--- src/hdl/cvpc_consts.svh ---
// offsets, field positions, reset values and fifo marks of the converter control block
`ifndef CVPC_CONSTS_SVH
`define CVPC_CONSTS_SVH

// ----------------------------------------------------------------------------
// register addresses on the peripheral bus
// ----------------------------------------------------------------------------
`define CVPC_CTRL_ADDR      24'hFF_FC30
`define CVPC_STAT_ADDR      24'hFF_FC32

// ----------------------------------------------------------------------------
// reset values
// ----------------------------------------------------------------------------
`define CVPC_CTRL_RESET     16'h0000
`define CVPC_STAT_RESET     16'h0000
`define CVPC_RDATA_RESET    16'h0000

// ----------------------------------------------------------------------------
// status field positions
// ----------------------------------------------------------------------------
`define CVPC_S_IN_LOW       0
`define CVPC_S_OUT_HIGH     1
`define CVPC_S_PCM_SERVICE  2
`define CVPC_S_UNDERRUN     3
`define CVPC_S_OVERRUN      4
`define CVPC_S_IN_FREE_LO   5
`define CVPC_S_IN_FREE_HI   7
`define CVPC_S_OUT_FILL_LO  8
`define CVPC_S_OUT_FILL_HI  10

// ----------------------------------------------------------------------------
// fifo geometry and warning marks
// ----------------------------------------------------------------------------
`define CVPC_FIFO_DEPTH     8
`define CVPC_WARN_MARGIN    3
`define CVPC_COUNT_SAT      7

`endif

--- src/hdl/cvpc_pkg.sv ---
// types shared by the converter control block and its sample shaper
`default_nettype none

package cvpc_pkg;

    // ------------------------------------------------------------------------
    // coded-side pcm format
    // ------------------------------------------------------------------------
    typedef enum logic [1:0] {
        CVPC_FMT_MULAW  = 2'h0,
        CVPC_FMT_ALAW   = 2'h1,
        CVPC_FMT_LINEAR = 2'h2,
        CVPC_FMT_RSVD   = 2'h3
    } cvpc_fmt_t;

    // ------------------------------------------------------------------------
    // control register image, most significant field first, module_on last at bit 0
    // ------------------------------------------------------------------------
    typedef struct packed {
        logic [1:0] atten;
        logic       companding_format_sel;
        cvpc_fmt_t  coded_format_sel;
        logic       linear_in_dma_en;
        logic       linear_out_dma_en;
        logic       coded_in_dma_en;
        logic       coded_out_dma_en;
        logic       fifo_error_irq_en;
        logic       fifo_level_irq_en;
        logic       pcm_irq_en;
        logic       codec_clock_gate;
        logic       module_on;
    } cvpc_ctrl_t;

    typedef struct packed {
        logic out_fifo_overrun;
        logic in_fifo_underrun;
        logic pcm_service;
        logic out_fifo_high;
        logic in_fifo_low;
    } cvpc_flags_t;

    typedef struct packed {
        logic in_low_seen;
        logic out_high_seen;
        logic pcm_need_seen;
    } cvpc_seen_t;

    typedef struct packed {
        logic linear_in;
        logic linear_out;
        logic coded_in;
        logic coded_out;
    } cvpc_dma_t;

    // ------------------------------------------------------------------------
    // whole state of the control block
    // ------------------------------------------------------------------------
    typedef struct packed {
        logic [1:0]  freeze_sync;
        cvpc_seen_t  seen;
        cvpc_ctrl_t  ctrl;
        cvpc_flags_t flags;
        logic [15:0] rdata;
        logic        irq;
        cvpc_dma_t   dma_req;
        logic [15:0] shaped;
    } cvpc_state_t;

endpackage

`default_nettype wire

--- src/hdl/cvpc_ctrl_status.sv ---
// control and status registers of the coded/linear audio converter
//
// Operation
// - 16-bit read/write control register; all implemented bits clear at reset.
// - module-on set opens access to other converter registers; clear disables module.
// - while module is disabled, the whole status register stays at reset value.
// - clock gate bit passes the 2 MHz codec clock when 1, blocks when 0.
// - pcm interrupt only raised while the pcm interrupt enable is 1.
// - level interrupt enable lets nearly-empty input or nearly-full output interrupt.
// - error interrupt enable lets output overrun or input underrun interrupt.
// - separate enables gate dma requests for coded output read and coded input write.
// - separate enables gate dma requests for linear output read and linear input write.
// - coded format: 00 mu-law, 01 a-law, 10 linear, 11 reserved.
// - companding bit: 0 linear to mu-law, 1 linear to a-law.
// - attenuation field arithmetic right-shifts conversion input by 0 to 3 bits.
// - log input expands to left-justified 13-bit a-law or 14-bit mu-law.
// - 16-bit read-only status, zero after reset and while module is off.
// - nearly-empty sets at three words left; irq, dma, clears on status read.
// - nearly-full sets at three free slots left; irq, dma, clears on read.
// - pcm service sets on unread output or empty input; read clears unless frozen.
// - underrun sets on read of empty input fifo; read clears unless frozen.
// - overrun sets on write of full output fifo; read clears unless frozen.
// - input free count: 111b when empty, 000b at seven or eight words.
// - output fill count: 000b when empty, 111b at seven or eight words.
// - both coded fifos are eight 16-bit words deep.
`include "cvpc_consts.svh"
`default_nettype none

module cvpc_ctrl_status #(
    parameter int FIFO_DEPTH  = `CVPC_FIFO_DEPTH,
    parameter int WARN_MARGIN = `CVPC_WARN_MARGIN,
    parameter int LEVEL_W     = $clog2(FIFO_DEPTH + 1)
) (
    input  wire logic               sys_clk,
    input  wire logic               rst,
    // peripheral bus
    input  wire logic [23:0]        bus_addr,
    input  wire logic               bus_wr,
    input  wire logic               bus_rd,
    input  wire logic [15:0]        bus_wdata,
    output logic [15:0]             bus_rdata,
    // emulator freeze pin
    input  wire logic               freeze_pin,
    // converter core
    input  wire logic [LEVEL_W-1:0] in_fifo_level,
    input  wire logic [LEVEL_W-1:0] out_fifo_level,
    input  wire logic               core_in_fifo_pop,
    input  wire logic               core_out_fifo_push,
    input  wire logic               linear_sample_out_full,
    input  wire logic               linear_sample_in_empty,
    input  wire logic [7:0]         log_sample,
    input  wire logic [15:0]        linear_sample_in,
    // outputs to core, dma controller and interrupt unit
    output logic                    converter_access_en,
    output logic                    codec_clk_en,
    output cvpc_pkg::cvpc_fmt_t     coded_format_sel,
    output logic                    companding_format_sel,
    output logic [15:0]             shaped_sample,
    output logic                    irq,
    output cvpc_pkg::cvpc_dma_t     dma_req
);

    // ------------------------------------------------------------------------
    // elaboration checks
    // ------------------------------------------------------------------------
    // the 3-bit count fields only describe an eight-word fifo
    if (FIFO_DEPTH != `CVPC_FIFO_DEPTH) begin : g_depth_bad
        $error("fifo depth must be eight words");
    end
    if (WARN_MARGIN < 1 || WARN_MARGIN >= FIFO_DEPTH) begin : g_margin_bad
        $error("warning margin must lie inside the fifo");
    end

    localparam int CTRL_W = $bits(cvpc_pkg::cvpc_ctrl_t);
    localparam logic [LEVEL_W-1:0] LOW_LEVEL  = LEVEL_W'(WARN_MARGIN);
    localparam logic [LEVEL_W-1:0] HIGH_LEVEL = LEVEL_W'(FIFO_DEPTH - WARN_MARGIN);
    localparam logic [LEVEL_W-1:0] FULL_LEVEL = LEVEL_W'(FIFO_DEPTH);
    localparam logic [LEVEL_W-1:0] SAT_LEVEL  = LEVEL_W'(`CVPC_COUNT_SAT);

    cvpc_pkg::cvpc_state_t st_q;
    cvpc_pkg::cvpc_state_t st_d;
    cvpc_pkg::cvpc_flags_t ev;
    cvpc_pkg::cvpc_flags_t clr;
    logic [15:0]           shaped_w;
    logic [15:0]           stat_word;
    logic [2:0]            in_free;
    logic [2:0]            out_fill;
    logic                  frozen;
    logic                  ctrl_hit;
    logic                  stat_hit;
    logic                  stat_read;
    logic                  in_low_now;
    logic                  out_high_now;
    logic                  pcm_need_now;

    // ------------------------------------------------------------------------
    // sample shaping for linear-to-coded conversion
    // ------------------------------------------------------------------------
    cvpc_shaper u_shaper (
        .log_sample       (log_sample),
        .linear_sample_in (linear_sample_in),
        .fmt              (st_q.ctrl.coded_format_sel),
        .atten            (st_q.ctrl.atten),
        .shaped           (shaped_w)
    );

    // ------------------------------------------------------------------------
    // fifo count fields
    // ------------------------------------------------------------------------
    always_comb begin
        // seven and eight words share a code; the field is only three bits
        if (in_fifo_level >= SAT_LEVEL) begin
            in_free = 3'h0;
        end else begin
            in_free = 3'(SAT_LEVEL - in_fifo_level);
        end
        if (out_fifo_level >= SAT_LEVEL) begin
            out_fill = 3'h7;
        end else begin
            out_fill = out_fifo_level[2:0];
        end
    end

    // ------------------------------------------------------------------------
    // next state
    // ------------------------------------------------------------------------
    always_comb begin
        st_d = st_q;
        st_d.freeze_sync = {st_q.freeze_sync[0], freeze_pin};
        frozen = st_q.freeze_sync[1];
        ctrl_hit = (bus_addr == `CVPC_CTRL_ADDR);
        stat_hit = (bus_addr == `CVPC_STAT_ADDR);
        stat_read = bus_rd && stat_hit;

        if (bus_wr && ctrl_hit) begin
            st_d.ctrl = cvpc_pkg::cvpc_ctrl_t'(bus_wdata[CTRL_W-1:0]);
        end

        // level conditions become events on their rising edge only
        in_low_now = (in_fifo_level == LOW_LEVEL);
        out_high_now = (out_fifo_level >= HIGH_LEVEL);
        pcm_need_now = linear_sample_out_full || linear_sample_in_empty;
        st_d.seen.in_low_seen = in_low_now;
        st_d.seen.out_high_seen = out_high_now;
        st_d.seen.pcm_need_seen = pcm_need_now;

        ev.in_fifo_low = in_low_now && !st_q.seen.in_low_seen;
        ev.out_fifo_high = out_high_now && !st_q.seen.out_high_seen;
        ev.pcm_service = pcm_need_now && !st_q.seen.pcm_need_seen;
        ev.in_fifo_underrun = core_in_fifo_pop && (in_fifo_level == '0);
        ev.out_fifo_overrun = core_out_fifo_push && (out_fifo_level == FULL_LEVEL);

        // freeze keeps the error and service flags for the emulator to see
        clr.in_fifo_low = stat_read;
        clr.out_fifo_high = stat_read;
        clr.pcm_service = stat_read && !frozen;
        clr.in_fifo_underrun = stat_read && !frozen;
        clr.out_fifo_overrun = stat_read && !frozen;

        if (st_q.ctrl.module_on) begin
            st_d.flags = (st_q.flags & ~clr) | ev;
        end else begin
            st_d.flags = '0;
        end

        // read data reflects the flags held before this read
        stat_word = `CVPC_STAT_RESET;
        if (st_q.ctrl.module_on) begin
            stat_word[`CVPC_S_IN_LOW] = st_q.flags.in_fifo_low;
            stat_word[`CVPC_S_OUT_HIGH] = st_q.flags.out_fifo_high;
            stat_word[`CVPC_S_PCM_SERVICE] = st_q.flags.pcm_service;
            stat_word[`CVPC_S_UNDERRUN] = st_q.flags.in_fifo_underrun;
            stat_word[`CVPC_S_OVERRUN] = st_q.flags.out_fifo_overrun;
            stat_word[`CVPC_S_IN_FREE_HI:`CVPC_S_IN_FREE_LO] = in_free;
            stat_word[`CVPC_S_OUT_FILL_HI:`CVPC_S_OUT_FILL_LO] = out_fill;
        end
        if (bus_rd) begin
            if (ctrl_hit) begin
                st_d.rdata = {(16 - CTRL_W)'(0), st_q.ctrl};
            end else if (stat_hit) begin
                st_d.rdata = stat_word;
            end else begin
                st_d.rdata = `CVPC_RDATA_RESET;
            end
        end

        st_d.irq = st_d.ctrl.module_on && (
            (st_d.ctrl.pcm_irq_en && st_d.flags.pcm_service) ||
            (st_d.ctrl.fifo_level_irq_en &&
             (st_d.flags.in_fifo_low || st_d.flags.out_fifo_high)) ||
            (st_d.ctrl.fifo_error_irq_en &&
             (st_d.flags.in_fifo_underrun || st_d.flags.out_fifo_overrun)));

        st_d.dma_req.coded_in = st_d.ctrl.module_on && st_d.ctrl.coded_in_dma_en &&
                                st_d.flags.in_fifo_low;
        st_d.dma_req.coded_out = st_d.ctrl.module_on && st_d.ctrl.coded_out_dma_en &&
                                 st_d.flags.out_fifo_high;
        st_d.dma_req.linear_out = st_d.ctrl.module_on && st_d.ctrl.linear_out_dma_en &&
                                  linear_sample_out_full;
        st_d.dma_req.linear_in = st_d.ctrl.module_on && st_d.ctrl.linear_in_dma_en &&
                                 linear_sample_in_empty;
        st_d.shaped = shaped_w;
    end

    // ------------------------------------------------------------------------
    // state register
    // ------------------------------------------------------------------------
    always_ff @(posedge sys_clk) begin
        if (rst) begin
            st_q <= '0;
        end else begin
            st_q <= st_d;
        end
    end

    // ------------------------------------------------------------------------
    // outputs, all straight from the state register
    // ------------------------------------------------------------------------
    assign bus_rdata = st_q.rdata;
    assign converter_access_en = st_q.ctrl.module_on;
    // enable for the core's clock gate cell; no clock is gated here
    assign codec_clk_en = st_q.ctrl.codec_clock_gate;
    assign coded_format_sel = st_q.ctrl.coded_format_sel;
    assign companding_format_sel = st_q.ctrl.companding_format_sel;
    assign shaped_sample = st_q.shaped;
    assign irq = st_q.irq;
    assign dma_req = st_q.dma_req;

    // ------------------------------------------------------------------------
    // checks
    // ------------------------------------------------------------------------
    ctrl_reset_clear_a : assert property (
        @(posedge sys_clk) rst |=> (st_q.ctrl == '0) && !irq && (dma_req == '0))
        else $error("control or outputs not clear after reset");

    ctrl_write_takes_a : assert property (
        @(posedge sys_clk) disable iff (rst)
        (bus_wr && ctrl_hit) |=> (st_q.ctrl == $past(bus_wdata[CTRL_W-1:0])))
        else $error("control write not stored");

    status_off_zero_a : assert property (
        @(posedge sys_clk) disable iff (rst)
        (!st_q.ctrl.module_on && bus_rd && stat_hit) |=> (bus_rdata == 16'h0000))
        else $error("status not zero while module off");

    pcm_irq_gate_a : assert property (
        @(posedge sys_clk) disable iff (rst)
        (st_q.ctrl.module_on && st_q.ctrl.pcm_irq_en && st_q.flags.pcm_service) |-> irq)
        else $error("pcm interrupt missing");

    no_enable_quiet_a : assert property (
        @(posedge sys_clk) disable iff (rst)
        !(st_q.ctrl.pcm_irq_en || st_q.ctrl.fifo_level_irq_en ||
          st_q.ctrl.fifo_error_irq_en) |-> !irq)
        else $error("interrupt raised with all enables clear");

    level_irq_fire_a : assert property (
        @(posedge sys_clk) disable iff (rst)
        (st_q.ctrl.module_on && st_q.ctrl.fifo_level_irq_en &&
         (st_q.flags.in_fifo_low || st_q.flags.out_fifo_high)) |-> irq)
        else $error("fifo level interrupt missing");

    coded_dma_gate_a : assert property (
        @(posedge sys_clk) disable iff (rst)
        (st_q.ctrl.module_on && st_q.ctrl.coded_in_dma_en && in_low_now &&
         !st_q.seen.in_low_seen && !(bus_wr && ctrl_hit)) |=> dma_req.coded_in)
        else $error("coded input dma request missing");

    underrun_set_a : assert property (
        @(posedge sys_clk) disable iff (rst)
        (st_q.ctrl.module_on && core_in_fifo_pop && in_fifo_level == '0 &&
         !(bus_wr && ctrl_hit)) |=> st_q.flags.in_fifo_underrun)
        else $error("underrun flag not set");

    overrun_set_a : assert property (
        @(posedge sys_clk) disable iff (rst)
        (st_q.ctrl.module_on && core_out_fifo_push && out_fifo_level == FULL_LEVEL &&
         !(bus_wr && ctrl_hit)) |=> st_q.flags.out_fifo_overrun)
        else $error("overrun flag not set");

    freeze_holds_flag_a : assert property (
        @(posedge sys_clk) disable iff (rst)
        (frozen && stat_read && st_q.flags.pcm_service && st_q.ctrl.module_on &&
         !(bus_wr && ctrl_hit)) |=> st_q.flags.pcm_service)
        else $error("service flag cleared during freeze");

    read_returns_old_a : assert property (
        @(posedge sys_clk) disable iff (rst)
        (stat_read && st_q.ctrl.module_on) |=>
        (bus_rdata[`CVPC_S_IN_LOW] == $past(st_q.flags.in_fifo_low)) &&
        (st_q.flags.in_fifo_low == $past(ev.in_fifo_low)))
        else $error("status read value or clear wrong");

    empty_count_a : assert property (
        @(posedge sys_clk) disable iff (rst)
        (stat_read && st_q.ctrl.module_on && in_fifo_level == '0 && out_fifo_level == '0)
        |=> (bus_rdata[`CVPC_S_IN_FREE_HI:`CVPC_S_IN_FREE_LO] == 3'h7) &&
            (bus_rdata[`CVPC_S_OUT_FILL_HI:`CVPC_S_OUT_FILL_LO] == 3'h0))
        else $error("fifo count fields wrong when empty");

    access_follows_a : assert property (
        @(posedge sys_clk) disable iff (rst)
        (bus_wr && ctrl_hit) |=> (converter_access_en == $past(bus_wdata[0])))
        else $error("access enable does not follow module-on");

    clock_gate_follows_a : assert property (
        @(posedge sys_clk) disable iff (rst)
        (bus_wr && ctrl_hit) |=> (codec_clk_en == $past(bus_wdata[1])))
        else $error("codec clock enable does not follow gate bit");

    off_all_quiet_a : assert property (
        @(posedge sys_clk) disable iff (rst)
        (!st_q.ctrl.module_on && !(bus_wr && ctrl_hit)) |=>
        (st_q.flags == '0) && !irq && (dma_req == '0))
        else $error("flags or requests active while module off");

    nearly_full_set_a : assert property (
        @(posedge sys_clk) disable iff (rst)
        (st_q.ctrl.module_on && out_high_now && !st_q.seen.out_high_seen)
        |=> st_q.flags.out_fifo_high)
        else $error("nearly-full flag not set");

    linear_dma_gate_a : assert property (
        @(posedge sys_clk) disable iff (rst)
        (st_q.ctrl.module_on && st_q.ctrl.linear_in_dma_en && linear_sample_in_empty &&
         !(bus_wr && ctrl_hit)) |=> dma_req.linear_in)
        else $error("linear input dma request missing");

    format_follows_a : assert property (
        @(posedge sys_clk) disable iff (rst)
        (bus_wr && ctrl_hit) |=> (coded_format_sel == $past(bus_wdata[10:9])) &&
        (companding_format_sel == $past(bus_wdata[11])))
        else $error("format selects do not follow control");

    error_irq_fire_a : assert property (
        @(posedge sys_clk) disable iff (rst)
        (st_q.ctrl.module_on && st_q.ctrl.fifo_error_irq_en &&
         (st_q.flags.in_fifo_underrun || st_q.flags.out_fifo_overrun)) |-> irq)
        else $error("fifo error interrupt missing");

    out_count_sat_a : assert property (
        @(posedge sys_clk) disable iff (rst)
        (stat_read && st_q.ctrl.module_on && out_fifo_level >= SAT_LEVEL)
        |=> (bus_rdata[`CVPC_S_OUT_FILL_HI:`CVPC_S_OUT_FILL_LO] == 3'h7))
        else $error("output fill count not saturated");

endmodule

`default_nettype wire

--- src/hdl/cvpc_shaper.sv ---
// log expansion and attenuation of the sample fed to linear-to-coded conversion
`default_nettype none

module cvpc_shaper (
    input  wire logic [7:0]         log_sample,
    input  wire logic [15:0]        linear_sample_in,
    input  wire cvpc_pkg::cvpc_fmt_t fmt,
    input  wire logic [1:0]         atten,
    output logic [15:0]             shaped
);

    logic [7:0]  a_val;
    logic [7:0]  u_val;
    logic [15:0] a_mag;
    logic [15:0] u_mag;
    logic [15:0] a_lin;
    logic [15:0] u_lin;
    logic [15:0] src;

    // ------------------------------------------------------------------------
    // expansion: a-law lands on 13 bits, mu-law on 14, left-justified
    // ------------------------------------------------------------------------
    always_comb begin
        a_val = log_sample ^ 8'h55;
        a_mag = {8'h00, a_val[3:0], 4'h8};
        if (a_val[6:4] != 3'h0) begin
            a_mag = (a_mag + 16'h0100) << (a_val[6:4] - 3'h1);
        end
        a_lin = a_val[7] ? a_mag : 16'h0000 - a_mag;
        u_val = ~log_sample;
        u_mag = ({8'h00, 1'h0, u_val[3:0], 3'h0} + 16'h0084) << u_val[6:4];
        u_lin = u_val[7] ? 16'h0084 - u_mag : u_mag - 16'h0084;
        unique case (fmt)
            cvpc_pkg::CVPC_FMT_MULAW:  src = u_lin;
            cvpc_pkg::CVPC_FMT_ALAW:   src = a_lin;
            cvpc_pkg::CVPC_FMT_LINEAR: src = linear_sample_in;
            cvpc_pkg::CVPC_FMT_RSVD:   src = 16'h0000;
        endcase
        // sign-extending shift so attenuation keeps polarity
        shaped = 16'($signed(src) >>> atten);
    end

endmodule

`default_nettype wire

--- config.mk ---
export PLATFORM = sky130hd
export DESIGN_NAME = cvpc_ctrl_status
export DESIGN_NICKNAME = d
export VERILOG_FILES = /design/src/hdl/cvpc_pkg.sv /design/src/hdl/cvpc_ctrl_status.sv /design/src/hdl/cvpc_shaper.sv
export VERILOG_INCLUDE_DIRS = /design/src /design/src/hdl
export SDC_FILE = /design/constraint.sdc
export NUM_CORES = 1
export LEC_CHECK = 0
export BUFFER_PORTS_ARGS = -buffer_cell sky130_fd_sc_hd__buf_2
export CORE_MARGIN = 1
export CORE_UTILIZATION = 35
export CTS_CLUSTER_SIZE = 24
export DETAILED_ROUTE_END_ITERATION = 8
export PLACE_DENSITY = 0.63
export RECOVER_POWER = 100
export SYNTH_ARGS = -nofsm -noshare
export SYNTH_HDL_FRONTEND = slang
export SYNTH_SLANG_ARGS = --single-unit
--- constraint.sdc ---
create_clock -name sys_clk -period 3.7 [get_ports sys_clk]
set_clock_uncertainty 0.15 [all_clocks]
set_input_delay 0.925 -clock sys_clk [delete_from_list [all_inputs] [get_ports sys_clk]]
set_output_delay 0.925 -clock sys_clk [all_outputs]
set_load 0.01 [all_outputs]
==> run summary, run 1 <==
share of post-route cells with drive strength above 1 - 0.256
number of max-cap violations - 0
Die Wd - 118 um
wire per inst - 14.9 um
CTS Hold Bufs - 0
number of buffers created by CTS - 9
cell breakdown of the critical path - buf_2 > clkbuf_2 > nor2b_1 > o21ai_0 > nand2b_1 > ha_1 > o21ai_1 > a211oi_1 > o21ai_0 > a21oi_1 > xor2_1 > a221oi_2 > mux2i_1 > a211o_1
# H-tree levels - 3
root buffer selected by CTS - clkbuf_16
Buffers & Inverters on Critical Path - 2
initial antenna violation count - 0
global-route wire length before repair - 22,100 um
Final #Nets - 833
first-pass iteration count of the detailed router - 7
HP Class - reg2reg
Pint - 1.42 mW
Critical Path Max Stage Delay - 0.37 ns
final setup fails - 0
sw power - 0.549 mW
DIE AREA - 13,900 um2
I/O Pins - 123
mean post-synth cell area - 7.51 um2
total core area - 13,200 um2
Static Leak - 2.40 nW
failing checks - DRC
Gate power share - 0.258
area grow syn2layout - 24.8%
CP startpoint - log_sample[5]
Yosys cell types - 76
asr flop ratio synth - 0
final hold violation count - 0
Slowest-stage cell, CP - o21ai_0
sequential share of power - 0.335
Fmax - 0.276 GHz
Worst EP arrival - 3.67 ns
DP HPWL - 10,800 um
DRC violations left - 2
ANT cells - 0
vias in the first global route - 4,497
clk sinks - 59
Fillers - 1,334
DRT iter0 DRCs - 417
FF+latch area - 1180 um2
Layout Utilization - 0.446
CTS tree - done
final period utilization - 0.978
Syn Inst Count - 628
status - finished with violations
Post-DRT Antenna Nets - 0
Clk pwr share - 0.407
largest net degree at the start of global routing - 31
via/cell ratio - 5.38
Synth warnings - 0
Startpoint Class - input pin
Slew Viols, Final - 0
Hold Startpoint - st_d[60]$_SDFF_PP0_
fin crit period - 3.62 ns
Slew HR - 0.153
final WL - 13,800 um
Die H - 118 um
initial core utilization - 0.357
fin area - 5880 um2
Worst R2R Start - coded_format_sel[1]$_SDFFE_PP0P_
Crit. End Element - flop
VDD IR-drop max - 0.000192 V
setup_tns - 0 ns
pwr dens - 335 nW/um2
Clock Tree Buf Depth - 2
Crit path max-delay family - compound AO/OA/AOI/OAI gates
Main synth FF type - dfxtp_1
clock latency on the worst-skew pair - 0.32 ns
CP dominant cell by count - o21ai_0
Port-buffer cells - 118
GP Congestion - 0.911
sw frac - 0.278
All-Layer GR Usage - 0.195
Worst EP required - 3.75 ns
Overflow after GRT - 0
critical path fanouts, max - 5
slew at the pin closest to its max-slew limit - 1.27 ns
Crit Path Class - in2reg
Post-synth EDFFs - 0
area of placed instances - 5620 um2
sequential fraction of the synthesis area - 0.251
synthesized flop and latch total - 59
Row Count - 42
clock transition at the registers of the reported paths - 0.05 ns
multi-input logic area - 3090 um2
Synth Cell Area - 4710 um2
Via Count - 4,974
-- power groups by stage --
| stage | logic (mW) | registers, mW | clock network, mW |
|---|---|---|---|
| after floorplan | 0.325 | 0.672 | 0 |
| after global placement | 0.485 | 0.673 | 0 |
| after detailed placement | 0.497 | 0.673 | 0 |
| after CTS | 0.498 | 0.661 | 0.820 |
| after global routing | 0.555 | 0.662 | 0.849 |
| final | 0.508 | 0.661 | 0.804 |
-- routing by layer --
layer / vias to the layer above / GRT usage / part of all wire
met5: - / 0 / 0
met4: 0 / 0.0841 / 0.021
met3: 26 / 0.0286 / 0.058
met2: 197 / 0.309 / 0.45
met1: 2288 / 0.262 / 0.47
li1: 2463 / - / -
-- final timing paths --
check	cells after the start	slack (ns)	to
setup / recovery	14	0.08	shaped_sample[8]$_SDFF_PP0_
hold / removal	1	0.31	frozen$_SDFF_PP0_
setup reg to reg	8	1.06	shaped_sample[12]$_SDFF_PP0_
hold reg to reg	1	0.31	frozen$_SDFF_PP0_
-- cell families (layout without fill, tap and decap cells) --
group | count (synthesis) | after routing | synth area share
AOI/OAI and AO/OA | 170 | 170 | 0.241
xor gates and xnor gates | 18 | 18 | 0.0335
adders and majority gates | 8 | 8 | 0.0212
buffers and inverters | 97 | 217 | 0.111
DFF | 59 | 59 | 0.251
muxes | 31 | 31 | 0.0733
other | 1 | 2 | 0.000796
and+or+nand+nor | 244 | 244 | 0.269
-- per-stage QoR --
step	power [mW]	std cells	setup slack [ns]	hold WS [ns]
finish	1.97	925	0.0832	0.305
global route	2.07	925	-0.0137	0.325
CTS	1.98	923	0.0830	0.308
detailed placement	1.17	907	-0.254	0.301
global placement	1.16	907	-0.178	0.279
floorplan	0.997	629	0.0144	0.264
-- state kept, by name (all words and copies together) (netlist names) --
signal                 flops
st_q                      17
shaped_sample             16
bus_rdata                 14
dma_req                    4
coded_format_sel           2
codec_clk_en               1
companding_format_sel      1
converter_access_en        1
frozen                     1
irq                        1
st_d                       1
-- cell usage after synthesis (7+ instances only) --
cell / number / area (um2)
a211oi_1: 8 / 60.1
a21oi_1: 50 / 250
a31oi_1: 7 / 43.8
a32oi_1: 8 / 70.1
and2_1: 10 / 62.6
buf_1: 9 / 33.8
buf_4: 40 / 300
clkbuf_1: 30 / 113
dfxtp_1: 59 / 1180
ha_1: 8 / 100
inv_1: 11 / 41.3
mux2_2: 7 / 78.8
mux2i_1: 21 / 210
nand2_1: 55 / 206
nand2b_1: 23 / 144
nand3_1: 22 / 110
nor2_1: 59 / 221
nor2b_1: 17 / 106
nor3_1: 7 / 35.0
o21ai_0: 28 / 140
xnor2_1: 9 / 78.8
xor2_1: 9 / 78.8
-- cell type report --
type,instances,share of cell area
multi-input combinational,473,0.526
clock buffer,11,0.0413
sequential,59,0.201
timing repair buffer,189,0.178
tap,176,0.0374
inverter,12,0.00766
clock inverter,5,0.00893
-- repair_timing --
action	4_1_cts	5_1_grt
setup endpoints to repair	0	10
setup buffers	0	2
resized for setup	0	7
-- placed cells by master, fill, tap and decap left out, drive strengths merged, types with 3 or more instances in the layout --
cell type  Yosys  layout
clkbuf        30      60
a21o           3       3
or2            9       9
a21boi         3       3
o21ai         32      32
a21oi         50      50
nor4           6       6
nand3         23      23
and2          10      10
nand2         55      55
nor2          59      59
mux2           8       8
nand3b         5       5
nor3           8       8
a32o           5       5
nand4          6       6
and3           5       5
inv           11      11
o31ai          4       4
xor2           9       9
a311oi         4       4
buf           55     140
o211ai         5       5
a31oi          7       7
nor2b         17      17
ha             8       8
xnor2          9       9
dfxtp         59      59
nand2b        23      23
o22ai          6       6
or3            3       3
mux2i         21      21
a211oi         8       8
o2bb2ai        3       3
a32oi          8       8
clkinv         1       4
o221ai         4       4
o22a           3       3
Note: power is estimated with default switching activity, not from simulation.
==> run 2: changes to the inputs <==
--- a/config.mk
+++ b/config.mk
@@ -7,11 +7,13 @@
 export NUM_CORES = 1
 export LEC_CHECK = 0
 export BUFFER_PORTS_ARGS = -buffer_cell sky130_fd_sc_hd__buf_2
+export CELL_PAD_IN_SITES_DETAIL_PLACEMENT = 1
+export CELL_PAD_IN_SITES_GLOBAL_PLACEMENT = 1
 export CORE_MARGIN = 1
 export CORE_UTILIZATION = 35
 export CTS_CLUSTER_SIZE = 24
 export DETAILED_ROUTE_END_ITERATION = 8
-export PLACE_DENSITY = 0.63
+export PLACE_DENSITY = 0.82
 export RECOVER_POWER = 100
 export SYNTH_ARGS = -nofsm -noshare
 export SYNTH_HDL_FRONTEND = slang
==> run summary, run 2 (synthesized netlist as in run 1, its figures left out) <==
global-route wire length before repair - 25,700 um (+16%)
via/cell ratio - 5.47 (+1.8%)
root buffer selected by CTS - clkbuf_16
Worst EP arrival - 3.67 ns (about the same)
total core area - 13,200 um2 (unchanged)
Die H - 118 um (unchanged)
All-Layer GR Usage - 0.225 (+0.0303)
GP Congestion - 0.924 (+1.4%)
VDD IR-drop max - 0.000158 V (-18%)
Pint - 1.35 mW (-4.8%)
I/O Pins - 123 (unchanged)
commonest non-fill, non-tap cell in the layout - buf_2
Die Wd - 118 um (unchanged)
largest net degree at the start of global routing - 30 (-3.2%)
Fmax - 0.277 GHz (+0.28%)
CTS tree - done
final period utilization - 0.975 (-0.00270)
DRC violations left - 2 (unchanged)
initial antenna violation count - 0 (unchanged)
wire per inst - 17.2 um (+15%)
final WL - 15,900 um (+15%)
initial core utilization - 0.357 (unchanged)
Row Count - 42 (unchanged)
post-layout power - 1.93 mW (-2.3%)
ANT cells - 0 (unchanged)
worst slack, placed - -0.265 ns (-0.0115 ns)
final worst slack - 0.0932 ns (+0.0100 ns)
Fillers - 1,706 (+28%)
Startpoint Class - input pin
Port-buffer cells - 118 (unchanged)
clock latency on the worst-skew pair - 0.32 ns (about the same)
unrepaired setup endpoints after global routing - false
slew at the pin closest to its max-slew limit - 1.24 ns (-0.0319 ns)
DRT iter0 DRCs - 265 (-36%)
Gate power share - 0.272 (+0.014)
# H-tree levels - 3 (unchanged)
clk sinks - 59 (unchanged)
sw frac - 0.297 (+0.0187)
vias in the first global route - 5,157 (+15%)
CTS Hold Bufs - 0 (unchanged)
Biggest register - st_q
Slew Viols, Final - 0 (unchanged)
DP HPWL - 12,600 um (+17%)
DIE AREA - 13,900 um2 (unchanged)
fin cells - 927 (+0.22%)
Clk pwr share - 0.385 (-0.022)
area grow syn2layout - 24.5%
Hold Startpoint - st_d[60]$_SDFF_PP0_
Slew HR - 0.174 (+0.0213)
Static Leak - 2.39 nW (-0.34%)
Worst R2R Start - coded_format_sel[1]$_SDFFE_PP0P_
worst hold slack - 0.289 ns (-0.0169 ns)
Via Count - 5,074 (+2.0%)
pwr dens - 328 nW/um2 (-2.1%)
Overflow after GRT - 0 (unchanged)
setup_tns - 0 ns (unchanged)
first-pass iteration count of the detailed router - 9 (+2)
Post-DRT Antenna Nets - 0 (unchanged)
Layout Utilization - 0.445 (-0.000949)
number of max-cap violations - 0 (unchanged)
sw power - 0.573 mW (+4.2%)
Post-Place Cells - 910 (+0.33%)
fin area - 5870 um2 (-0.21%)
CP startpoint - log_sample[4]
final setup fails - 0 (unchanged)
number of buffers created by CTS - 9 (unchanged)
critical path fanouts, max - 6 (+1)
Clock Tree Buf Depth - 2 (unchanged)
status - finished with violations
clock transition at the registers of the reported paths - 0.05 ns (about the same)
area of placed instances - 5640 um2 (+0.40%)
Final #Nets - 836 (+0.36%)
HP Class - reg2reg
fin crit period - 3.61 ns (-0.0100 ns)
most frequent cells in the layout - 79 x buf_2, 65 x buf_4, 59 x nor2_1, 59 x dfxtp_1, 54 x nand2_1
max reg flops - 17 (unchanged)
Crit Path Class - in2reg
failing checks - DRC
share of post-route cells with drive strength above 1 - 0.260 (+0.00331)
final hold violation count - 0 (unchanged)
Crit. End Element - flop
sequential share of power - 0.343 (+0.008)
Worst EP required - 3.76 ns (about the same)
-- run 2: timing repair --
item                       4_1_cts  5_1_grt
resized for setup                0        8
setup endpoints to repair        0       10
buffers inserted                 0        2
-- run 2: worst paths after layout --
check / cells past startpoint / to / slack, ns
min: 1 / frozen$_SDFF_PP0_ / 0.29
max: 12 / shaped_sample[11]$_SDFF_PP0_ / 0.09
max reg2reg: 7 / shaped_sample[10]$_SDFF_PP0_ / 1.11
min reg2reg: 1 / frozen$_SDFF_PP0_ / 0.29
-- run 2: routing by layer --
metal	part of all wire	GRT usage	vias up
met5	0	0	-
met4	0.016	0.0673	0
met3	0.033	0.0271	23
met2	0.50	0.393	135
met1	0.45	0.289	2458
li1	-	-	2458
-- run 2: worst max-delay path, cell delays in order --
cell and delay (ns):
buf_2 0.14, inv_2 0.06, ha_4 0.31, mux2_2 0.35, mux2_2 0.31, or3_1 0.37, a32oi_2 0.26, o221ai_1 0.18
a311oi_2 0.27, buf_4 0.18, nand2_1 0.07, a32o_1 0.25
-- run 2: final cells by class --
class / count / area [um2] / share of cell area
multi-input combinational: 473 / 3090 / 0.526
sequential: 59 / 1180 / 0.201
timing repair buffer: 192 / 1070 / 0.182
clock buffer: 10 / 239 / 0.0407
tap: 176 / 220 / 0.0375
inverter: 12 / 45.0 / 0.00767
clock inverter: 5 / 30.0 / 0.00512
-- run 2: power groups by stage --
stage	combinational (mW)	clock [mW]	sequential [mW]
after floorplan	0.325	0	0.672
after global placement	0.492	0	0.673
after detailed placement	0.513	0	0.673
after CTS	0.516	0.759	0.660
final	0.524	0.743	0.661
after global routing	0.568	0.780	0.661
